### src/rtl/rscc_regs.svh
// Register offsets, field positions, reset values and timing counts
// for the retry status and card control configuration bytes.
// Assumes byte-wide configuration accesses addressed by byte offset.
`ifndef RSCC_REGS_SVH
`define RSCC_REGS_SVH

// ----------------------------------------------------------------
// Offsets and reset values
// ----------------------------------------------------------------
`define RSCC_RETRY_OFS 8'h90
`define RSCC_CARD_OFS 8'h91
`define RSCC_RETRY_RST 8'hc0
`define RSCC_CARD_RST 8'h00

// ----------------------------------------------------------------
// Field positions
// ----------------------------------------------------------------
`define RSCC_HOST_EN_BIT 7
`define RSCC_CARD_EN_BIT 6
`define RSCC_TEXP_B_BIT 5
`define RSCC_TEXP_A_BIT 3
`define RSCC_TEXP_H_BIT 1
`define RSCC_RING_BIT 7
`define RSCC_VIDEO_BIT 6
`define RSCC_RSVD5_BIT 5
`define RSCC_AUDIO_BIT 2
`define RSCC_CARD_SPEAKER_IN_BIT 1
`define RSCC_IRQ_BIT 0

// ----------------------------------------------------------------
// Timing: retry timeout is two to the fifteenth clock cycles
// ----------------------------------------------------------------
`define RSCC_RETRY_LOG2 15
`define RSCC_RETRY_CYCLES 32768

`endif

### src/rtl/rscc_pkg.sv
// Types shared by the retry status and card control register block.
// Assumes the constants header supplies the numeric values.
package rscc_pkg;

    // Configuration byte access from the host bus front end
    typedef struct packed {
        logic       rd;
        logic       wr;
        logic [7:0] addr;
        logic [7:0] wdata;
    } rscc_cfg_s;

    // Retry events of one counter channel
    typedef struct packed {
        logic start;
        logic done;
    } rscc_retry_s;

    // Retry watchdog states
    typedef enum logic [1:0] {
        RSCC_IDLE = 2'b01,
        RSCC_RUN  = 2'b10
    } rscc_state_e;

endpackage

### src/rtl/rscc_retry_timer.sv
// One retry timeout watchdog channel.
// Assumes start and done are one-cycle pulses in the clock domain.
`timescale 1ns/1ps

module rscc_retry_timer
    import rscc_pkg::*;
#(
    parameter int CNT_W = 15
) (
    // Clock and reset
    input wire logic clock_i,
    input wire logic rst_i,
    // Control
    input wire logic enable_i,
    input rscc_retry_s ev_i,
    // Result
    output logic expire_o
);

    // ----------------------------------------------------------------
    // Watchdog state and counter
    // ----------------------------------------------------------------
    rscc_state_e state_q, state_d;
    logic [CNT_W-1:0] cnt_q, cnt_d;
    logic expire_q, expire_d;

    // Count from a retry until the master returns or time runs out
    always_comb begin
        state_d = state_q;
        cnt_d = cnt_q;
        expire_d = 1'b0;
        case (state_q)
            RSCC_IDLE: begin
                cnt_d = '0;
                if (enable_i && ev_i.start && !ev_i.done) begin
                    state_d = RSCC_RUN;
                end
            end
            RSCC_RUN: begin
                // Return or disable resets the watchdog
                if (!enable_i || ev_i.done) begin
                    state_d = RSCC_IDLE;
                    cnt_d = '0;
                end else if (cnt_q == {CNT_W{1'b1}}) begin
                    // Full 2^CNT_W clocks without a return
                    expire_d = 1'b1;
                    state_d = RSCC_IDLE;
                    cnt_d = '0;
                end else begin
                    cnt_d = cnt_q + 1'b1;
                end
            end
            default: begin
                state_d = RSCC_IDLE;
                cnt_d = '0;
            end
        endcase
    end

    // Register stage
    always_ff @(posedge clock_i or posedge rst_i) begin
        if (rst_i) begin
            state_q <= RSCC_IDLE;
            cnt_q <= '0;
            expire_q <= 1'b0;
        end else begin
            state_q <= state_d;
            cnt_q <= cnt_d;
            expire_q <= expire_d;
        end
    end

    assign expire_o = expire_q;

endmodule

### src/rtl/rscc_top.sv
// Retry status and card control configuration registers of a card bridge.
// Assumes a front end delivering one-cycle byte reads and writes, and
// retry start/return pulses from the host and card target state machines.
// The register image outputs are wired from flops for the rest of the bridge.
`timescale 1ns/1ps
`include "rscc_regs.svh"

module rscc_top
    import rscc_pkg::*;
#(
    parameter int RETRY_LOG2 = `RSCC_RETRY_LOG2
) (
    // Clock and reset
    input wire logic clock_i,
    input wire logic rst_i,
    // Configuration access
    input rscc_cfg_s cfg_i,
    output logic [7:0] cfg_rdata_o,
    output logic cfg_hit_o,
    // Retry events: host target, card target A, card target B
    input rscc_retry_s host_retry_i,
    input rscc_retry_s card_a_retry_i,
    input rscc_retry_s card_b_retry_i,
    // Card signals
    input wire logic card_func_irq_i,
    input wire logic ring_indicate_in_i,
    input wire logic ring_pin_select_i,
    input wire logic card_audio_in_i,
    input wire logic card_speaker_in_i,
    // Routed outputs
    output logic ring_pme_pin_o,
    output logic ring_multi_o,
    output logic audio_pwm_output_o,
    output logic speaker_output_pin_o,
    output logic speaker_output_pin_oe_o,
    output logic video_port_oe_o,
    // Register image for the rest of the bridge
    output logic [7:0] retry_timeout_status_o,
    output logic [7:0] card_control_o
);

    // ----------------------------------------------------------------
    // Register state
    // ----------------------------------------------------------------
    logic host_side_retry_counter_en_q, host_side_retry_counter_en_d;
    logic card_side_retry_counter_en_q, card_side_retry_counter_en_d;
    logic host_target_expired_q, host_target_expired_d;
    logic card_target_a_expired_q, card_target_a_expired_d;
    logic card_target_b_expired_q, card_target_b_expired_d;
    logic ring_output_enable_q, ring_output_enable_d;
    logic video_port_hiz_enable_q, video_port_hiz_enable_d;
    logic card_rsvd5_q, card_rsvd5_d;
    logic card_audio_route_en_q, card_audio_route_en_d;
    logic speaker_route_enable_q, speaker_route_enable_d;
    logic card_func_irq_flag_q, card_func_irq_flag_d;
    logic [7:0] rdata_q, rdata_d;
    logic hit_q, hit_d;
    logic host_exp, card_a_exp, card_b_exp;
    logic wr_retry, wr_card;
    logic [7:0] retry_img, card_img;

    // ----------------------------------------------------------------
    // Retry watchdogs
    // ----------------------------------------------------------------
    // One watchdog per retrying target; an expiry pulse sets its flag
    rscc_retry_timer #(.CNT_W(RETRY_LOG2)) u_host_timer (
        .clock_i(clock_i),
        .rst_i(rst_i),
        .enable_i(host_side_retry_counter_en_q),
        .ev_i(host_retry_i),
        .expire_o(host_exp)
    );

    // Both card channels share the card-side enable
    rscc_retry_timer #(.CNT_W(RETRY_LOG2)) u_card_a_timer (
        .clock_i(clock_i),
        .rst_i(rst_i),
        .enable_i(card_side_retry_counter_en_q),
        .ev_i(card_a_retry_i),
        .expire_o(card_a_exp)
    );

    rscc_retry_timer #(.CNT_W(RETRY_LOG2)) u_card_b_timer (
        .clock_i(clock_i),
        .rst_i(rst_i),
        .enable_i(card_side_retry_counter_en_q),
        .ev_i(card_b_retry_i),
        .expire_o(card_b_exp)
    );

    // ----------------------------------------------------------------
    // Read images and write decode
    // ----------------------------------------------------------------
    // Reserved positions other than the writable card bit 5 are built as constant zeros
    always_comb begin
        retry_img = 8'h00;
        retry_img[`RSCC_HOST_EN_BIT] = host_side_retry_counter_en_q;
        retry_img[`RSCC_CARD_EN_BIT] = card_side_retry_counter_en_q;
        retry_img[`RSCC_TEXP_B_BIT] = card_target_b_expired_q;
        retry_img[`RSCC_TEXP_A_BIT] = card_target_a_expired_q;
        retry_img[`RSCC_TEXP_H_BIT] = host_target_expired_q;
        card_img = 8'h00;
        card_img[`RSCC_RING_BIT] = ring_output_enable_q;
        card_img[`RSCC_VIDEO_BIT] = video_port_hiz_enable_q;
        card_img[`RSCC_RSVD5_BIT] = card_rsvd5_q;
        card_img[`RSCC_AUDIO_BIT] = card_audio_route_en_q;
        card_img[`RSCC_CARD_SPEAKER_IN_BIT] = speaker_route_enable_q;
        card_img[`RSCC_IRQ_BIT] = card_func_irq_flag_q;
    end

    // Write strobes; writes to any other offset are dropped
    assign wr_retry = cfg_i.wr && (cfg_i.addr == `RSCC_RETRY_OFS);
    assign wr_card = cfg_i.wr && (cfg_i.addr == `RSCC_CARD_OFS);

    // ----------------------------------------------------------------
    // Next register values
    // ----------------------------------------------------------------
    // Flags: hardware set is applied after the clear so a coincident event survives
    always_comb begin
        host_side_retry_counter_en_d = host_side_retry_counter_en_q;
        card_side_retry_counter_en_d = card_side_retry_counter_en_q;
        host_target_expired_d = host_target_expired_q;
        card_target_a_expired_d = card_target_a_expired_q;
        card_target_b_expired_d = card_target_b_expired_q;
        ring_output_enable_d = ring_output_enable_q;
        video_port_hiz_enable_d = video_port_hiz_enable_q;
        card_rsvd5_d = card_rsvd5_q;
        card_audio_route_en_d = card_audio_route_en_q;
        speaker_route_enable_d = speaker_route_enable_q;
        card_func_irq_flag_d = card_func_irq_flag_q;
        // Counter enables are plain read/write bits
        if (wr_retry) begin
            host_side_retry_counter_en_d = cfg_i.wdata[`RSCC_HOST_EN_BIT];
            card_side_retry_counter_en_d = cfg_i.wdata[`RSCC_CARD_EN_BIT];
            // Only a one clears; a zero leaves the flag alone
            if (cfg_i.wdata[`RSCC_TEXP_B_BIT]) begin
                card_target_b_expired_d = 1'b0;
            end
            if (cfg_i.wdata[`RSCC_TEXP_A_BIT]) begin
                card_target_a_expired_d = 1'b0;
            end
            if (cfg_i.wdata[`RSCC_TEXP_H_BIT]) begin
                host_target_expired_d = 1'b0;
            end
        end else if (wr_card) begin
            ring_output_enable_d = cfg_i.wdata[`RSCC_RING_BIT];
            video_port_hiz_enable_d = cfg_i.wdata[`RSCC_VIDEO_BIT];
            // Kept writable; software is expected to leave it alone
            card_rsvd5_d = cfg_i.wdata[`RSCC_RSVD5_BIT];
            card_audio_route_en_d = cfg_i.wdata[`RSCC_AUDIO_BIT];
            speaker_route_enable_d = cfg_i.wdata[`RSCC_CARD_SPEAKER_IN_BIT];
            if (cfg_i.wdata[`RSCC_IRQ_BIT]) begin
                card_func_irq_flag_d = 1'b0;
            end
        end
        // Hardware events win over a clear in the same cycle
        if (host_exp) begin
            host_target_expired_d = 1'b1;
        end
        if (card_a_exp) begin
            card_target_a_expired_d = 1'b1;
        end
        if (card_b_exp) begin
            card_target_b_expired_d = 1'b1;
        end
        if (card_func_irq_i) begin
            card_func_irq_flag_d = 1'b1;
        end
    end

    // ----------------------------------------------------------------
    // Read return
    // ----------------------------------------------------------------
    // Read data: registered, one cycle after the request
    always_comb begin
        rdata_d = rdata_q;
        hit_d = 1'b0;
        if (cfg_i.rd && (cfg_i.addr == `RSCC_RETRY_OFS)) begin
            rdata_d = retry_img;
            hit_d = 1'b1;
        end else if (cfg_i.rd && (cfg_i.addr == `RSCC_CARD_OFS)) begin
            rdata_d = card_img;
            hit_d = 1'b1;
        end else if (cfg_i.rd) begin
            // No hit, so another function of the bridge may claim the access
            rdata_d = 8'h00;
        end
    end

    // ----------------------------------------------------------------
    // Register stage
    // ----------------------------------------------------------------

    // Register stage for the control and status bits
    always_ff @(posedge clock_i or posedge rst_i) begin
        if (rst_i) begin
            host_side_retry_counter_en_q <= 1'b1;
            card_side_retry_counter_en_q <= 1'b1;
            host_target_expired_q <= 1'b0;
            card_target_a_expired_q <= 1'b0;
            card_target_b_expired_q <= 1'b0;
            ring_output_enable_q <= 1'b0;
            video_port_hiz_enable_q <= 1'b0;
            card_rsvd5_q <= 1'b0;
            card_audio_route_en_q <= 1'b0;
            speaker_route_enable_q <= 1'b0;
            card_func_irq_flag_q <= 1'b0;
            rdata_q <= 8'h00;
            hit_q <= 1'b0;
        end else begin
            host_side_retry_counter_en_q <= host_side_retry_counter_en_d;
            card_side_retry_counter_en_q <= card_side_retry_counter_en_d;
            host_target_expired_q <= host_target_expired_d;
            card_target_a_expired_q <= card_target_a_expired_d;
            card_target_b_expired_q <= card_target_b_expired_d;
            ring_output_enable_q <= ring_output_enable_d;
            video_port_hiz_enable_q <= video_port_hiz_enable_d;
            card_rsvd5_q <= card_rsvd5_d;
            card_audio_route_en_q <= card_audio_route_en_d;
            speaker_route_enable_q <= speaker_route_enable_d;
            card_func_irq_flag_q <= card_func_irq_flag_d;
            rdata_q <= rdata_d;
            hit_q <= hit_d;
        end
    end

    // ----------------------------------------------------------------
    // Pin routing
    // ----------------------------------------------------------------
    // Routed signals are registered so every output comes from a flop;
    // this costs one clock of latency on the ring, audio, speaker and video paths.
    logic ring_pme_q, ring_pme_d;
    logic ring_multi_q, ring_multi_d;
    logic audio_q, audio_d;
    logic card_speaker_in_q, card_speaker_in_d;
    logic card_speaker_in_oe_q, card_speaker_in_oe_d;
    logic video_oe_q, video_oe_d;

    // Gate each routed signal by its control bit
    // The multi-pin copy ignores the select; the terminal mux picks the pin
    always_comb begin
        ring_pme_d = ring_output_enable_q && !ring_pin_select_i && ring_indicate_in_i;
        ring_multi_d = ring_output_enable_q && ring_indicate_in_i;
        audio_d = card_audio_route_en_q && card_audio_in_i;
        card_speaker_in_d = speaker_route_enable_q && card_speaker_in_i;
        card_speaker_in_oe_d = speaker_route_enable_q;
        video_oe_d = !video_port_hiz_enable_q;
    end

    // Pin register stage; video enable idles high so the pins drive after reset
    always_ff @(posedge clock_i or posedge rst_i) begin
        if (rst_i) begin
            ring_pme_q <= 1'b0;
            ring_multi_q <= 1'b0;
            audio_q <= 1'b0;
            card_speaker_in_q <= 1'b0;
            card_speaker_in_oe_q <= 1'b0;
            video_oe_q <= 1'b1;
        end else begin
            ring_pme_q <= ring_pme_d;
            ring_multi_q <= ring_multi_d;
            audio_q <= audio_d;
            card_speaker_in_q <= card_speaker_in_d;
            card_speaker_in_oe_q <= card_speaker_in_oe_d;
            video_oe_q <= video_oe_d;
        end
    end

    // ----------------------------------------------------------------
    // Outputs
    // ----------------------------------------------------------------

    // Every output is a flop or a bit-for-bit image of flops
    assign ring_pme_pin_o = ring_pme_q;
    assign ring_multi_o = ring_multi_q;
    assign audio_pwm_output_o = audio_q;
    assign speaker_output_pin_o = card_speaker_in_q;
    assign speaker_output_pin_oe_o = card_speaker_in_oe_q;
    assign video_port_oe_o = video_oe_q;
    assign cfg_rdata_o = rdata_q;
    assign cfg_hit_o = hit_q;
    assign retry_timeout_status_o = retry_img;
    assign card_control_o = card_img;

endmodule

### config.mk
export PLATFORM = sky130hd
export DESIGN_NAME = rscc_top
export DESIGN_NICKNAME = d
export VERILOG_FILES = /design/src/rtl/rscc_pkg.sv /design/src/rtl/rscc_retry_timer.sv /design/src/rtl/rscc_top.sv
export VERILOG_INCLUDE_DIRS = /design/src /design/src/rtl
export SDC_FILE = /design/constraint.sdc
export NUM_CORES = 1
export LEC_CHECK = 0
export ABC_AREA = 1
export BUFFER_PORTS_ARGS = -buffer_cell sky130_fd_sc_hd__buf_2
export CORE_MARGIN = 1.5
export CORE_UTILIZATION = 56
export CTS_CLUSTER_SIZE = 28
export DETAILED_ROUTE_END_ITERATION = 12
export PLACE_DENSITY = 0.88
export RECOVER_POWER = 25
export SYNTH_ARGS = -nofsm -noshare
export SYNTH_HDL_FRONTEND = slang
export SYNTH_SLANG_ARGS = --single-unit
### constraint.sdc
create_clock -name clock_i -period 3.09 [get_ports clock_i]
set_clock_uncertainty 0.05 [all_clocks]
set_input_delay 0.4635 -clock clock_i [delete_from_list [all_inputs] [get_ports clock_i]]
set_output_delay 0.4635 -clock clock_i [all_outputs]
set_load 0.1 [all_outputs]
# Word-level counts from Yosys, hierarchy flattened
# Cells that the tools add are included.
[totals]
input_bits = 31
romBits = 0
latchBits = 0
mem_count = 0
ramBits = 0
elab_cells = 140
ff_bits = 80
out_inout_bits = 31
[op_classes]
n_eq_ne = 18
shift = 0
n_div = 0
n_lt_le_gt_ge = 0
bitwise = 1
n_mul = 0
n_reduce_logical = 42
n_mux = 48
addsub = 3
[ops]
columns = ["operator", "count"]
rows = [
  ["2-to-1 mux 15 bit", 9],
  ["adder 15 x 1 -> 15 bit, second input constant", 3],
  ["equality test 15 bit, second input constant", 3],
  ["2-to-1 mux 1 bit", 24],
  ["2-to-1 mux 8 bit", 3],
  ["2-to-1 mux 2 bit", 9],
  ["equality test 8 bit, second input constant", 2],
  ["nonzero test 2 bit", 8],
  ["logical AND 1 bit", 15],
  ["AND reduction 2 bit", 7],
  ["one-hot mux 2 bit (2 select lines)", 3],
  ["inequality test 3 x 1 -> 1 bit, second input constant", 3],
  ["logical NOT 1 bit", 7],
  ["equality test 2 x 1 -> 1 bit, second input constant", 3],
  ["equality test 2 bit, second input constant", 3],
  ["inequality test 2 x 1 -> 1 bit, second input constant", 3],
  ["logical OR 1 bit", 3],
  ["AND reduction 3 bit", 1],
  ["nonzero test 3 bit", 1],
  ["inequality test 2 bit, second input constant", 1],
  ["inverter 1 bit", 1],
]

# Logic depth before layout (Yosys ltp)
# Gate-level depths: netlist of run 1.
[logic_depth]
ltp_word = 5
ltp_mapped = 9
ltp_nobuf = 9

# By module
# Synthesis of run 1 repeated with hierarchy kept, for this count alone.
[hier_totals]
cells_unflattened = 492
area_unflattened_um2 = 4057.6
[by_module_without_submodules]
columns = ["module", "seq_area_each_um2", "area_each_um2", "instances", "cells_per_inst"]
rows = [
  ["rscc_retry_timer", 451.7, 945.9, 3, 120],
  ["rscc_top", 629.4, 1219.9, 1, 132],
]

# Worst setup path after synthesis of run 1
# OpenSTA, ideal clock, no wires.
[synth_path]
path_type = "register to register"
from = "reg u_card_b_timer.cnt_q[0]"
to = "reg u_card_b_timer.cnt_q[10]"
path_slack_ns = 1.673
setup_ns = 0.071
arrival_ns = 1.296
period_less_slack_ns = 1.417
required_ns = 2.969
stages_incl_launch_ff = 10
path_buffers = 1
path_cell_list = "dfrtp_1 ha_1 nand2_2 nor2_4 nand2_2 clkinv_1 nand2_1 nand2_2 buf_6 nor2_1"
[synth_via]
elab_chain_cells = 4
word_cells_on_any_way = 5
classes_between = "1 x add/sub; 1 x eq/ne; 3 x mux"
[synth_rtl]
columns = ["element", "line", "text"]
rows = [
  ["from (decl)", "rscc_retry_timer.sv:24", "logic [CNT_W-1:0] cnt_q, cnt_d;"],
  ["from (signal assigned)", "rscc_retry_timer.sv:68", "cnt_q <= cnt_d;"],
  ["adder 15 x 1 -> 15 bit or equality test 15 bit (tied branches)", "rscc_retry_timer.sv:50, rscc_retry_timer.sv:44", ""],
  ["2-to-1 mux 15 bit *", "rscc_retry_timer.sv:44", "end else if (cnt_q == {CNT_W{1'b1}}) begin"],
  ["2-to-1 mux 15 bit *", "rscc_retry_timer.sv:41", "if (!enable_i || ev_i.done) begin"],
  ["2-to-1 mux 15 bit *", "rscc_retry_timer.sv:32", "case (state_q)"],
  ["named net u_card_b_timer.cnt_d[10]", "rscc_retry_timer.sv:24", ""],
]
# Mark *: on every way through the listed nets, which the timed path passes. The rest lies on a longest branch.
# A chain may end at the register's enable or synchronous reset.

# Worst setup path after layout of run 1
[layout_path]
from = "reg card_side_retry_counter_en_q"
to = "out retry_timeout_status_o[6]"
[layout_rtl]
columns = ["element", "line", "text"]
rows = [
  ["from (decl)", "rscc_top.sv:46", "logic card_side_retry_counter_en_q, card_side_retry_counter_en_d;"],
  ["from (signal assigned)", "rscc_top.sv:212", "card_side_retry_counter_en_q <= card_side_retry_counter_en_d;"],
  ["to (decl)", "rscc_top.sv:38", "output logic [7:0] retry_timeout_status_o,"],
]
# No word-level cell between the ends.

==> results of run 1 <==
-- worst paths after layout --
path                                                          to  slack, ps                                      from
max                                    retry_timeout_status_o[6]       1190  card_side_retry_counter_en_q$_DFFE_PP1P_
min                                     ring_pme_pin_o$_DFF_PP0_        190                         ring_pin_select_i
max reg2reg                  u_host_timer.state_q[1]$_DFFE_PP0P_       1430           u_host_timer.cnt_q[0]$_DFF_PP0_
min reg2reg                  card_target_b_expired_q$_DFFE_PP0P_        390         u_card_b_timer.expire_o$_DFF_PP0_
max in group asynchronous  u_card_b_timer.state_q[0]$_DFFE_PP1P_       1820                                     rst_i
min in group asynchronous                 ring_multi_o$_DFF_PP0_        220                                     rst_i
-- sequential cells by signal, indices dropped and copies added (netlist names), 2 cells and up --
register / count
u_host_timer.state_q: 2
u_card_b_timer.state_q: 2
u_card_a_timer.state_q: 2
u_card_b_timer.cnt_q: 15
cfg_rdata_o: 7
u_host_timer.cnt_q: 15
u_card_a_timer.cnt_q: 15
-- stage by stage --
stage / setup slack [ps] / hold WS, ps / power, mW / utilization [%] / std cells
2_1_floorplan: 563 / 355 / 1.22 / - / 466
6_report: 1190 / 186 / 1.90 / 63.8 / 596
3_3_place_gp: 1440 / 364 / 1.24 / 61.3 / 580
3_5_place_dp: 1420 / 374 / 1.24 / 61.3 / 580
4_1_cts: 1180 / 59.4 / 1.92 / 63.8 / 596
5_1_grt: 1160 / 174 / 1.97 / 63.8 / 596
-- layer usage --
metal / vias up / GRT usage, % / wire, µm
li1: 1493 / - / -
met1: 1424 / 25.0 / 3160
met2: 70 / 36.4 / 3770
met3: 13 / 5.71 / 337
met4: 0 / 8.50 / 121
met5: - / 0 / 0
-- area by class of cell --
class,count,area (µm²)
Fill cell,542,2450
Sequential cell,79,1980
Multi-Input combinational cell,303,1530
Timing Repair Buffer,57,293
Inverter,61,229
Clock buffer,9,124
Tap cell,80,100
Clock inverter,7,47.5
-- synthesized netlist by cell type (all sizes together), types with 3 or more instances --
| cell type | instances | area [µm²] |
|---|---|---|
| a21oi | 6 | 30.0 |
| buf | 22 | 170 |
| dfrtp | 73 | 1830 |
| dfstp | 6 | 158 |
| ha | 3 | 37.5 |
| inv | 60 | 225 |
| nand2 | 103 | 404 |
| nand3 | 34 | 183 |
| nand4 | 7 | 43.8 |
| nor2 | 94 | 439 |
| nor3 | 10 | 50.1 |
| o21ai | 7 | 35.0 |
| o21bai | 5 | 48.8 |
| xnor2 | 10 | 87.6 |
| xor2 | 13 | 114 |
-- where the power goes --
group	switching, mW	total [mW]	internal, mW
logic	0.143	0.170	0.0267
clock network	0.387	0.677	0.291
registers	0.00763	1.05	1.04
total	0.537	1.90	1.36
-- cells in the final DEF, fill, tap and decap left out, drive strengths merged, types with 7 or more instances in the layout --
master | netlist | routed
nand2 | 103 | 103
nor2 | 94 | 94
dfrtp | 73 | 73
inv | 60 | 61
buf | 22 | 57
nand3 | 34 | 34
xor2 | 13 | 13
nor3 | 10 | 10
xnor2 | 10 | 10
clkbuf | 1 | 9
nand4 | 7 | 7
o21ai | 7 | 7
-- logic make-up after synthesis --
kind of cell / count (synthesis) / synth area share, %
simple gates: 252 / 29.5
buf+inv: 84 / 10.3
flops: 79 / 50.9
xor+xnor: 23 / 5.16
compound gates: 19 / 3.11
fa+ha+maj: 3 / 0.962
other cells: 1 / 0.0961
==> key figures, run 1 <==
Outcome
  – Status: finished, final reports clean

Setup path
  – CP required: 2580 ps
  – CP delay by family, top: flip-flops
  – Critical path type: flop to primary output
  – Buf/Inv on CP: 1
  – CP Launch Type: flop
  – Worst path cell trace: buf_2
  – Worst Reg-to-Reg Cells: 6
  – Setup crit end kind: primary output
  – CP max stage delay: 580 ps
  – CP max FO: 4
  – WP data arrival: 1380 ps
  – Critical Path Stages: 1
  – Critical Path Slowest Stage Cell: dfstp_2

Floorplanning
  – Total die area: 7480 µm²
  – I/O pins: 62
  – Initial Util: 57.7%
  – Die W: 86.5 µm
  – Site row count: 30
  – Die H: 86.5 µm
  – Placeable Area: 6760 µm²

Global route
  – First-pass GRT wire length: 12200 µm
  – Initial antenna violation count: 0
  – Largest net degree at the start of global routing: 31
  – Vias in the first global route: 2791
  – GRT overflow: 0
  – Gr usage total: 21.1%

Logic synthesis
  – Yosys reg bits: 79
  – Post-Syn Instances: 461
  – Synth Warn #: 0
  – Syn_area_per_cell: 8.46 µm²
  – Distinct cells, synth: 34
  – Post-synth ARST share: 100%
  – Sequential share of the synthesized area: 50.9%
  – Ys flop type: dfrtp_1
  – EDFF count, synth: 0
  – Cell area after synthesis: 3900 µm²

Clock tree
  – CTS tree: built
  – Sink Count: 79
  – CTS max path bufs: 2
  – Hold bufs inserted after CTS: 0
  – Post-CTS sizing: 0
  – Clock root buffer: clkbuf_8
  – Insertion delay to the later sink of the worst-skew pair: 360 ps
  – Num CTS Buffers: 9
  – Htree depth: 3
  – Post-CTS setup buffer count: 0
  – Clock slew at reported path FFs: 90 ps

Detailed routing
  – Vias: 3000
  – Drt wl/cell: 12.4 µm
  – Initial DRC count: 123
  – DRC viols: 0
  – DRT Wirelength: 7380 µm
  – ANT nets after route: 0
  – 1st-pass router iterations: 4
  – Drt via density: 5.03

Finish
  – Post-route design area: 4310 µm²
  – Final nets: 545
  – Layout cell share with drive strength beyond 1: 21.5%
  – Layout area overhead: 10.5%
  – Antenna diodes: 0

STA
  – Final setup vio count: 0
  – Period minus WS final: 1900 ps
  – TNS Setup: 0 ps
  – Achievable Freq: 527 MHz
  – Crit share post-route: 61.4%
  – RSZ-0062 raised after global routing: no
  – Worst-Margin Slew: 860 ps
  – Final hold vios: 0
  – Rel. slew slack: 42.6%
  – Pins Over Slew Limit: 0

Power and ir drop
  – Peak VDD IR: 226 µV
  – Leakage: 1.97 nW
  – Power density cells: 441 nW/µm²

Placed design
  – Dpl hpwl: 5400 µm
  – Cell Area, Placed: 4140 µm²
  – Input/output buffers: 54
  – Global placement routability congestion: 0.859

Hold path
  – Hold depth: 2
  – Min-Delay Path Class: input port to flop

Job
  – Max cap viols: 0
Note: power is estimated with default switching activity, not from simulation.
==> run 2, diff against run 1 <==
Clock period 3.09 ns to 2 ns, I/O delays scaled along.
==> run 2 against run 1 <==
Net effect: final area is 1.9% higher; final cell count is 0.17% lower; critical path type unchanged; clock power is 120% higher; critical endpoint is now retry_timeout_status_o[7]; largest power group unchanged; via count is 1.6% higher.
==> key figures, run 2 (synthesis gave the netlist of run 1 again) <==
Outcome
  – Status: finished, final reports clean (unchanged)

Power and ir drop
  – Power density cells: 777 nW/µm² (was 441 nW/µm²)
  – Leakage: 2.01 nW (was 1.97 nW)
  – Pwr Total: 3.41 mW (was 1.90 mW)
  – Peak VDD IR: 403 µV (was 226 µV)

Finish
  – Final core occ: 65.0% (was 63.8%)
  – Biggest registers after layout: u_card_a_timer.cnt_q (15), u_card_b_timer.cnt_q (15), u_host_timer.cnt_q (15) (unchanged)
  – Final nets: 544 (was 545)
  – Layout area overhead: 12.6% (was 10.5%)
  – Layout cell share with drive strength beyond 1: 21.6% (was 21.5%)
  – Layout fillers: 522 (was 542)
  – Commonest non-fill, non-tap cell in the layout: nand2_1 (unchanged)
  – Most frequent cells in the layout: nand2_1, nor2_1, dfrtp_1 (unchanged)
  – Antenna diodes: 0 (unchanged)

Floorplanning
  – Total die area: 7480 µm² (unchanged)
  – Site row count: 30 (unchanged)
  – Die W: 86.5 µm (unchanged)
  – Initial Util: 57.7% (unchanged)
  – Die H: 86.5 µm (unchanged)
  – Placeable Area: 6760 µm² (unchanged)
  – I/O pins: 62 (unchanged)

Placed design
  – Global placement routability congestion: 0.866 (was 0.859)
  – Pre-CTS setup slack: 328 ps (was 1420 ps)
  – Input/output buffers: 54 (unchanged)
  – Dpl hpwl: 5160 µm (was 5400 µm)

Setup path
  – R2R setup slack: 330 ps (was 1430 ps)
  – CP Launch Type: flop (unchanged)
  – Buf/Inv on CP: 1 (unchanged)
  – Worst path cell trace: buf_2 (unchanged)
  – Critical Path Stages: 1 (unchanged)
  – CP required: 1650 ps (was 2580 ps)
  – Setup crit end kind: primary output (unchanged)
  – CP delay by family, top: flip-flops (unchanged)
  – Critical path type: flop to primary output (unchanged)
  – CP max stage delay: 570 ps (was 580 ps)
  – Critical Path Slowest Stage Cell: dfstp_2 (unchanged)
  – Worst Reg-to-Reg Cells: 6 (unchanged)
  – WP data arrival: 1360 ps (was 1380 ps)
  – CP max FO: 4 (unchanged)

Detailed routing
  – Drt wl/cell: 12.5 µm (was 12.4 µm)
  – Initial DRC count: 182 (was 123)
  – Drt via density: 5.12 (was 5.03)
  – DRC viols: 0 (unchanged)
  – Vias: 3047 (was 3000)
  – 1st-pass router iterations: 4 (unchanged)
  – DRT Wirelength: 7460 µm (was 7380 µm)
  – ANT nets after route: 0 (unchanged)

STA
  – Min Hold Slack: 46.5 ps (was 186 ps)
  – Achievable Freq: 584 MHz
  – Final WS setup: 288 ps (was 1190 ps)
  – Final setup vio count: 0 (unchanged)
  – Period minus WS final: 1710 ps
  – RSZ-0062 raised after global routing: no (unchanged)
  – TNS Setup: 0 ps (unchanged)
  – Crit share post-route: 85.6%
  – Final hold vios: 0 (unchanged)
  – Pins Over Slew Limit: 0 (unchanged)
  – Worst-Margin Slew: 1060 ps (was 860 ps)
  – Rel. slew slack: 29.4% (was 42.6%)

Clock tree
  – Sink Count: 79 (unchanged)
  – Post-CTS sizing: 0 (unchanged)
  – Clock root buffer: clkbuf_8 (unchanged)
  – Num CTS Buffers: 9 (unchanged)
  – Post-CTS setup buffer count: 0 (unchanged)
  – CTS max path bufs: 2 (unchanged)
  – Clock slew at reported path FFs: 80 ps (was 90 ps)
  – Hold bufs inserted after CTS: 0 (unchanged)
  – Htree depth: 3 (unchanged)
  – CTS tree: built (unchanged)
  – Insertion delay to the later sink of the worst-skew pair: 350 ps (was 360 ps)

Hold path
  – Min-Delay Path Class: input port to flop (unchanged)
  – Hold depth: 2 (unchanged)

Global route
  – Initial antenna violation count: 0 (unchanged)
  – Gr usage total: 21.6% (was 21.1%)
  – Vias in the first global route: 2933 (was 2791)
  – First-pass GRT wire length: 12600 µm (was 12200 µm)
  – Largest net degree at the start of global routing: 80 (was 31)
  – GRT overflow: 0 (unchanged)

Job
  – Max cap viols: 0 (unchanged)
## run 2: cell types whose count changed in the layout (fill, tap and decap cells not counted), sizes merged
cell      previous run  this run
buf                 57        55
bufinv               0         4
clkbuf               9        10
clkinv               5         4
clkinvlp             2         1
inv                 61        59
## run 2: area by class of cell
cell class / count / area [µm²] / share of cell area [%]
Sequential cell: 79 / 1980 / 45.2
Multi-Input combinational cell: 303 / 1530 / 34.9
Timing Repair Buffer: 56 / 285 / 6.50
Inverter: 61 / 230 / 5.24
Clock inverter: 7 / 135 / 3.08
Clock buffer: 9 / 124 / 2.82
Tap cell: 80 / 100 / 2.28
## run 2: final timing paths
path / startpoint / to
min reg2reg: u_host_timer.expire_o$_DFF_PP0_ / host_target_expired_q$_DFFE_PP0P_
min in group asynchronous: rst_i / ring_output_enable_q$_DFFE_PP0P_
min: ring_pin_select_i / ring_pme_pin_o$_DFF_PP0_
max reg2reg: u_host_timer.cnt_q[0]$_DFF_PP0_ / u_host_timer.state_q[1]$_DFFE_PP0P_
max in group asynchronous: rst_i / u_card_b_timer.state_q[1]$_DFFE_PP0P_
max: host_side_retry_counter_en_q$_DFFE_PP1P_ / retry_timeout_status_o[7]
## run 2: through the flow
stage / instance area, µm² / std cells
2_1_floorplan: 3920 / 466
4_1_cts: 4410 / 595
3_5_place_dp: 4150 / 579
3_3_place_gp: 4150 / 579
5_1_grt: 4390 / 595
6_report: 4390 / 595
## run 2: routing by layer
layer	vias to the layer above	GRT usage, %	share of wire, %
li1	1491	-	-
met1	1455	25.7	42
met2	79	37.2	51
met3	22	4.10	4.3
met4	0	11.4	2.8
met5	-	0	0
## run 2: power breakdown
part | internal (mW) | leakage (nW) | switching (mW)
sequential | 1.61 | 1.06 | 0.0114
combinational | 0.0399 | 0.812 | 0.222
clock | 0.949 | 0.133 | 0.574
==> run 3, diff against run 2 <==
Settings changed: CORE_UTILIZATION 56 to 45, PLACE_DENSITY 0.88 to 0.75.
==> run 3 against run 2 <==
Net effect: wire length decreased by 4.8%; core utilization shrank 12 points; first-iteration DRC count fell by 26%; worst setup slack got worse by 5.0 ps; hold slack got worse by 9.4 ps; die area up 24%; sequential cell count did not move; critical path depth did not move; sequential share of layout area is 0.090 points lower; critical endpoint unchanged.
==> key figures, run 3 (synthesis gave the netlist of run 1 again) <==
Global route
  – Initial antenna violation count: 0 (unchanged)
  – First-pass GRT wire length: 11500 µm (was 12600 µm)
  – Largest net degree at the start of global routing: 80 (unchanged)
  – Gr usage total: 16.3% (was 21.6%)
  – Vias in the first global route: 2739 (was 2933)
  – GRT overflow: 0 (unchanged)

Setup path
  – Critical path type: flop to primary output (unchanged)
  – CP max stage delay: 570 ps (about the same)
  – Worst Setup EP: retry_timeout_status_o[7] (unchanged)
  – CP Launch Type: flop (unchanged)
  – WP data arrival: 1370 ps (was 1360 ps)
  – FF-to-FF End: u_host_timer.state_q[1]$_DFFE_PP0P_ (unchanged)
  – R2R setup slack: 340 ps (was 330 ps)
  – CP delay by family, top: flip-flops (unchanged)
  – CP max FO: 4 (unchanged)
  – Worst path cell trace: buf_2 (unchanged)
  – Reg-to-reg startpoint: u_host_timer.cnt_q[0]$_DFF_PP0_ (unchanged)
  – Critical Path Stages: 1 (unchanged)
  – Critical Path Slowest Stage Cell: dfstp_2 (unchanged)
  – CP required: 1650 ps (about the same)
  – Buf/Inv on CP: 1 (unchanged)
  – Worst Setup SP: host_side_retry_counter_en_q$_DFFE_PP1P_ (unchanged)
  – Setup crit end kind: primary output (unchanged)
  – Worst Reg-to-Reg Cells: 6 (unchanged)

Clock tree
  – Clock slew at reported path FFs: 80 ps (about the same)
  – Insertion delay to the later sink of the worst-skew pair: 350 ps (about the same)
  – Sink Count: 79 (unchanged)
  – Post-CTS sizing: 0 (unchanged)
  – CTS tree: built (unchanged)
  – Hold bufs inserted after CTS: 0 (unchanged)
  – Post-CTS setup buffer count: 0 (unchanged)
  – Clock root buffer: clkbuf_8 (unchanged)
  – Htree depth: 3 (unchanged)
  – CTS max path bufs: 2 (unchanged)
  – Num CTS Buffers: 9 (unchanged)

Floorplanning
  – Die H: 96.1 µm (was 86.5 µm)
  – Total die area: 9240 µm² (was 7480 µm²)
  – I/O pins: 62 (unchanged)
  – Die W: 96.1 µm (was 86.5 µm)
  – Placeable Area: 8300 µm² (was 6760 µm²)
  – Initial Util: 47.0% (was 57.7%)
  – Site row count: 33 (was 30)

Finish
  – Layout cell share with drive strength beyond 1: 21.4% (was 21.6%)
  – Final nets: 544 (unchanged)
  – Antenna diodes: 0 (unchanged)
  – Biggest registers after layout: u_card_a_timer.cnt_q (15), u_card_b_timer.cnt_q (15), u_host_timer.cnt_q (15) (unchanged)
  – Commonest non-fill, non-tap cell in the layout: nand2_1 (unchanged)
  – Most frequent cells in the layout: nand2_1, nor2_1, dfrtp_1 (unchanged)
  – Layout area overhead: 12.8% (was 12.6%)
  – Final core occ: 53.0% (was 65.0%)
  – Final std cells w/o fill: 620 (was 595)
  – Layout fillers: 732 (was 522)

STA
  – RSZ-0062 raised after global routing: no (unchanged)
  – Crit share post-route: 85.8% (was 85.6%)
  – Period minus WS final: 1720 ps (was 1710 ps)
  – Min Hold Slack: 37.2 ps (was 46.5 ps)
  – Rel. slew slack: 31.1% (was 29.4%)
  – Achievable Freq: 583 MHz (was 584 MHz)
  – Worst-Margin Slew: 1030 ps (was 1060 ps)
  – Final hold vios: 0 (unchanged)
  – Pins Over Slew Limit: 0 (unchanged)
  – Final setup vio count: 0 (unchanged)
  – TNS Setup: 0 ps (unchanged)
  – Final WS setup: 283 ps (was 288 ps)

Placed design
  – Dpl hpwl: 4940 µm (was 5160 µm)
  – Cell count after placement: 604 (was 579)
  – Input/output buffers: 54 (unchanged)
  – Global placement routability congestion: 0.801 (was 0.866)
  – Pre-CTS setup slack: 311 ps (was 328 ps)

Detailed routing
  – ANT nets after route: 0 (unchanged)
  – Initial DRC count: 135 (was 182)
  – Drt via density: 4.76 (was 5.12)
  – 1st-pass router iterations: 4 (unchanged)
  – DRT Wirelength: 7100 µm (was 7460 µm)
  – DRC viols: 0 (unchanged)
  – Vias: 2952 (was 3047)
  – Drt wl/cell: 11.5 µm (was 12.5 µm)

Outcome
  – Status: finished, final reports clean (unchanged)

Hold path
  – Min-Delay Path Class: input port to flop (unchanged)

Power and ir drop
  – Leakage: 1.99 nW (was 2.01 nW)
  – Peak VDD IR: 340 µV (was 403 µV)
  – Power density cells: 748 nW/µm² (was 777 nW/µm²)

Job
  – Max cap viols: 0 (unchanged)
run 3: cell count changes in the layout (fill, tap and decap cells not counted):
cell / change
bufinv_16: -1
clkbuf_1: +1
clkinv_2: -1
clkinv_4: +1
run 3: worst min path at each step:
stage                                     from                           endpoint  slack, ps  cells past startpoint
2_1_floorplan                ring_pin_select_i           ring_pme_pin_o$_DFF_PP0_        320                      1
3_3_place_gp   u_host_timer.expire_o$_DFF_PP0_  host_target_expired_q$_DFFE_PP0P_        370                      2
5_1_grt                      ring_pin_select_i           ring_pme_pin_o$_DFF_PP0_         30                      2
6_report                     ring_pin_select_i           ring_pme_pin_o$_DFF_PP0_         40                      2
3_5_place_dp   u_host_timer.expire_o$_DFF_PP0_  host_target_expired_q$_DFFE_PP0P_        370                      2
4_1_cts                                  rst_i   u_host_timer.cnt_q[13]$_DFF_PP0_         20                      3
run 3: cell type report:
type                            instances  area [µm²]  share of cell area (%)
Timing Repair Buffer                   56         285                    6.48
Tap cell                              105         131                    2.99
Clock inverter                          6         109                    2.47
Clock buffer                           10         128                    2.90
Sequential cell                        79        1980                    45.1
Multi-Input combinational cell        303        1530                    34.8
Inverter                               61         230                    5.23
run 3: per-stage QoR:
step	cell area, µm²	power (mW)
floorplan	3920	1.88
global placement	4180	1.92
detailed placement	4180	1.92
CTS	4420	3.33
global route	4400	3.40
finish	4400	3.29
run 3: power by group:
part	leakage (nW)	internal (mW)	switching, mW	total [mW]
combinational	0.812	0.0399	0.220	0.260
sequential	1.06	1.61	0.0116	1.63
clock	0.120	0.827	0.577	1.40
total	1.99	2.48	0.808	3.29
run 3: layer usage:
layer / global-route usage (%) / routed length (µm) / up-vias
met5: 0 / 0 / -
met4: 7.11 / 133 / 0
met3: 4.34 / 384 / 10
met2: 27.6 / 3320 / 80
met1: 19.5 / 3270 / 1372
li1: - / - / 1490
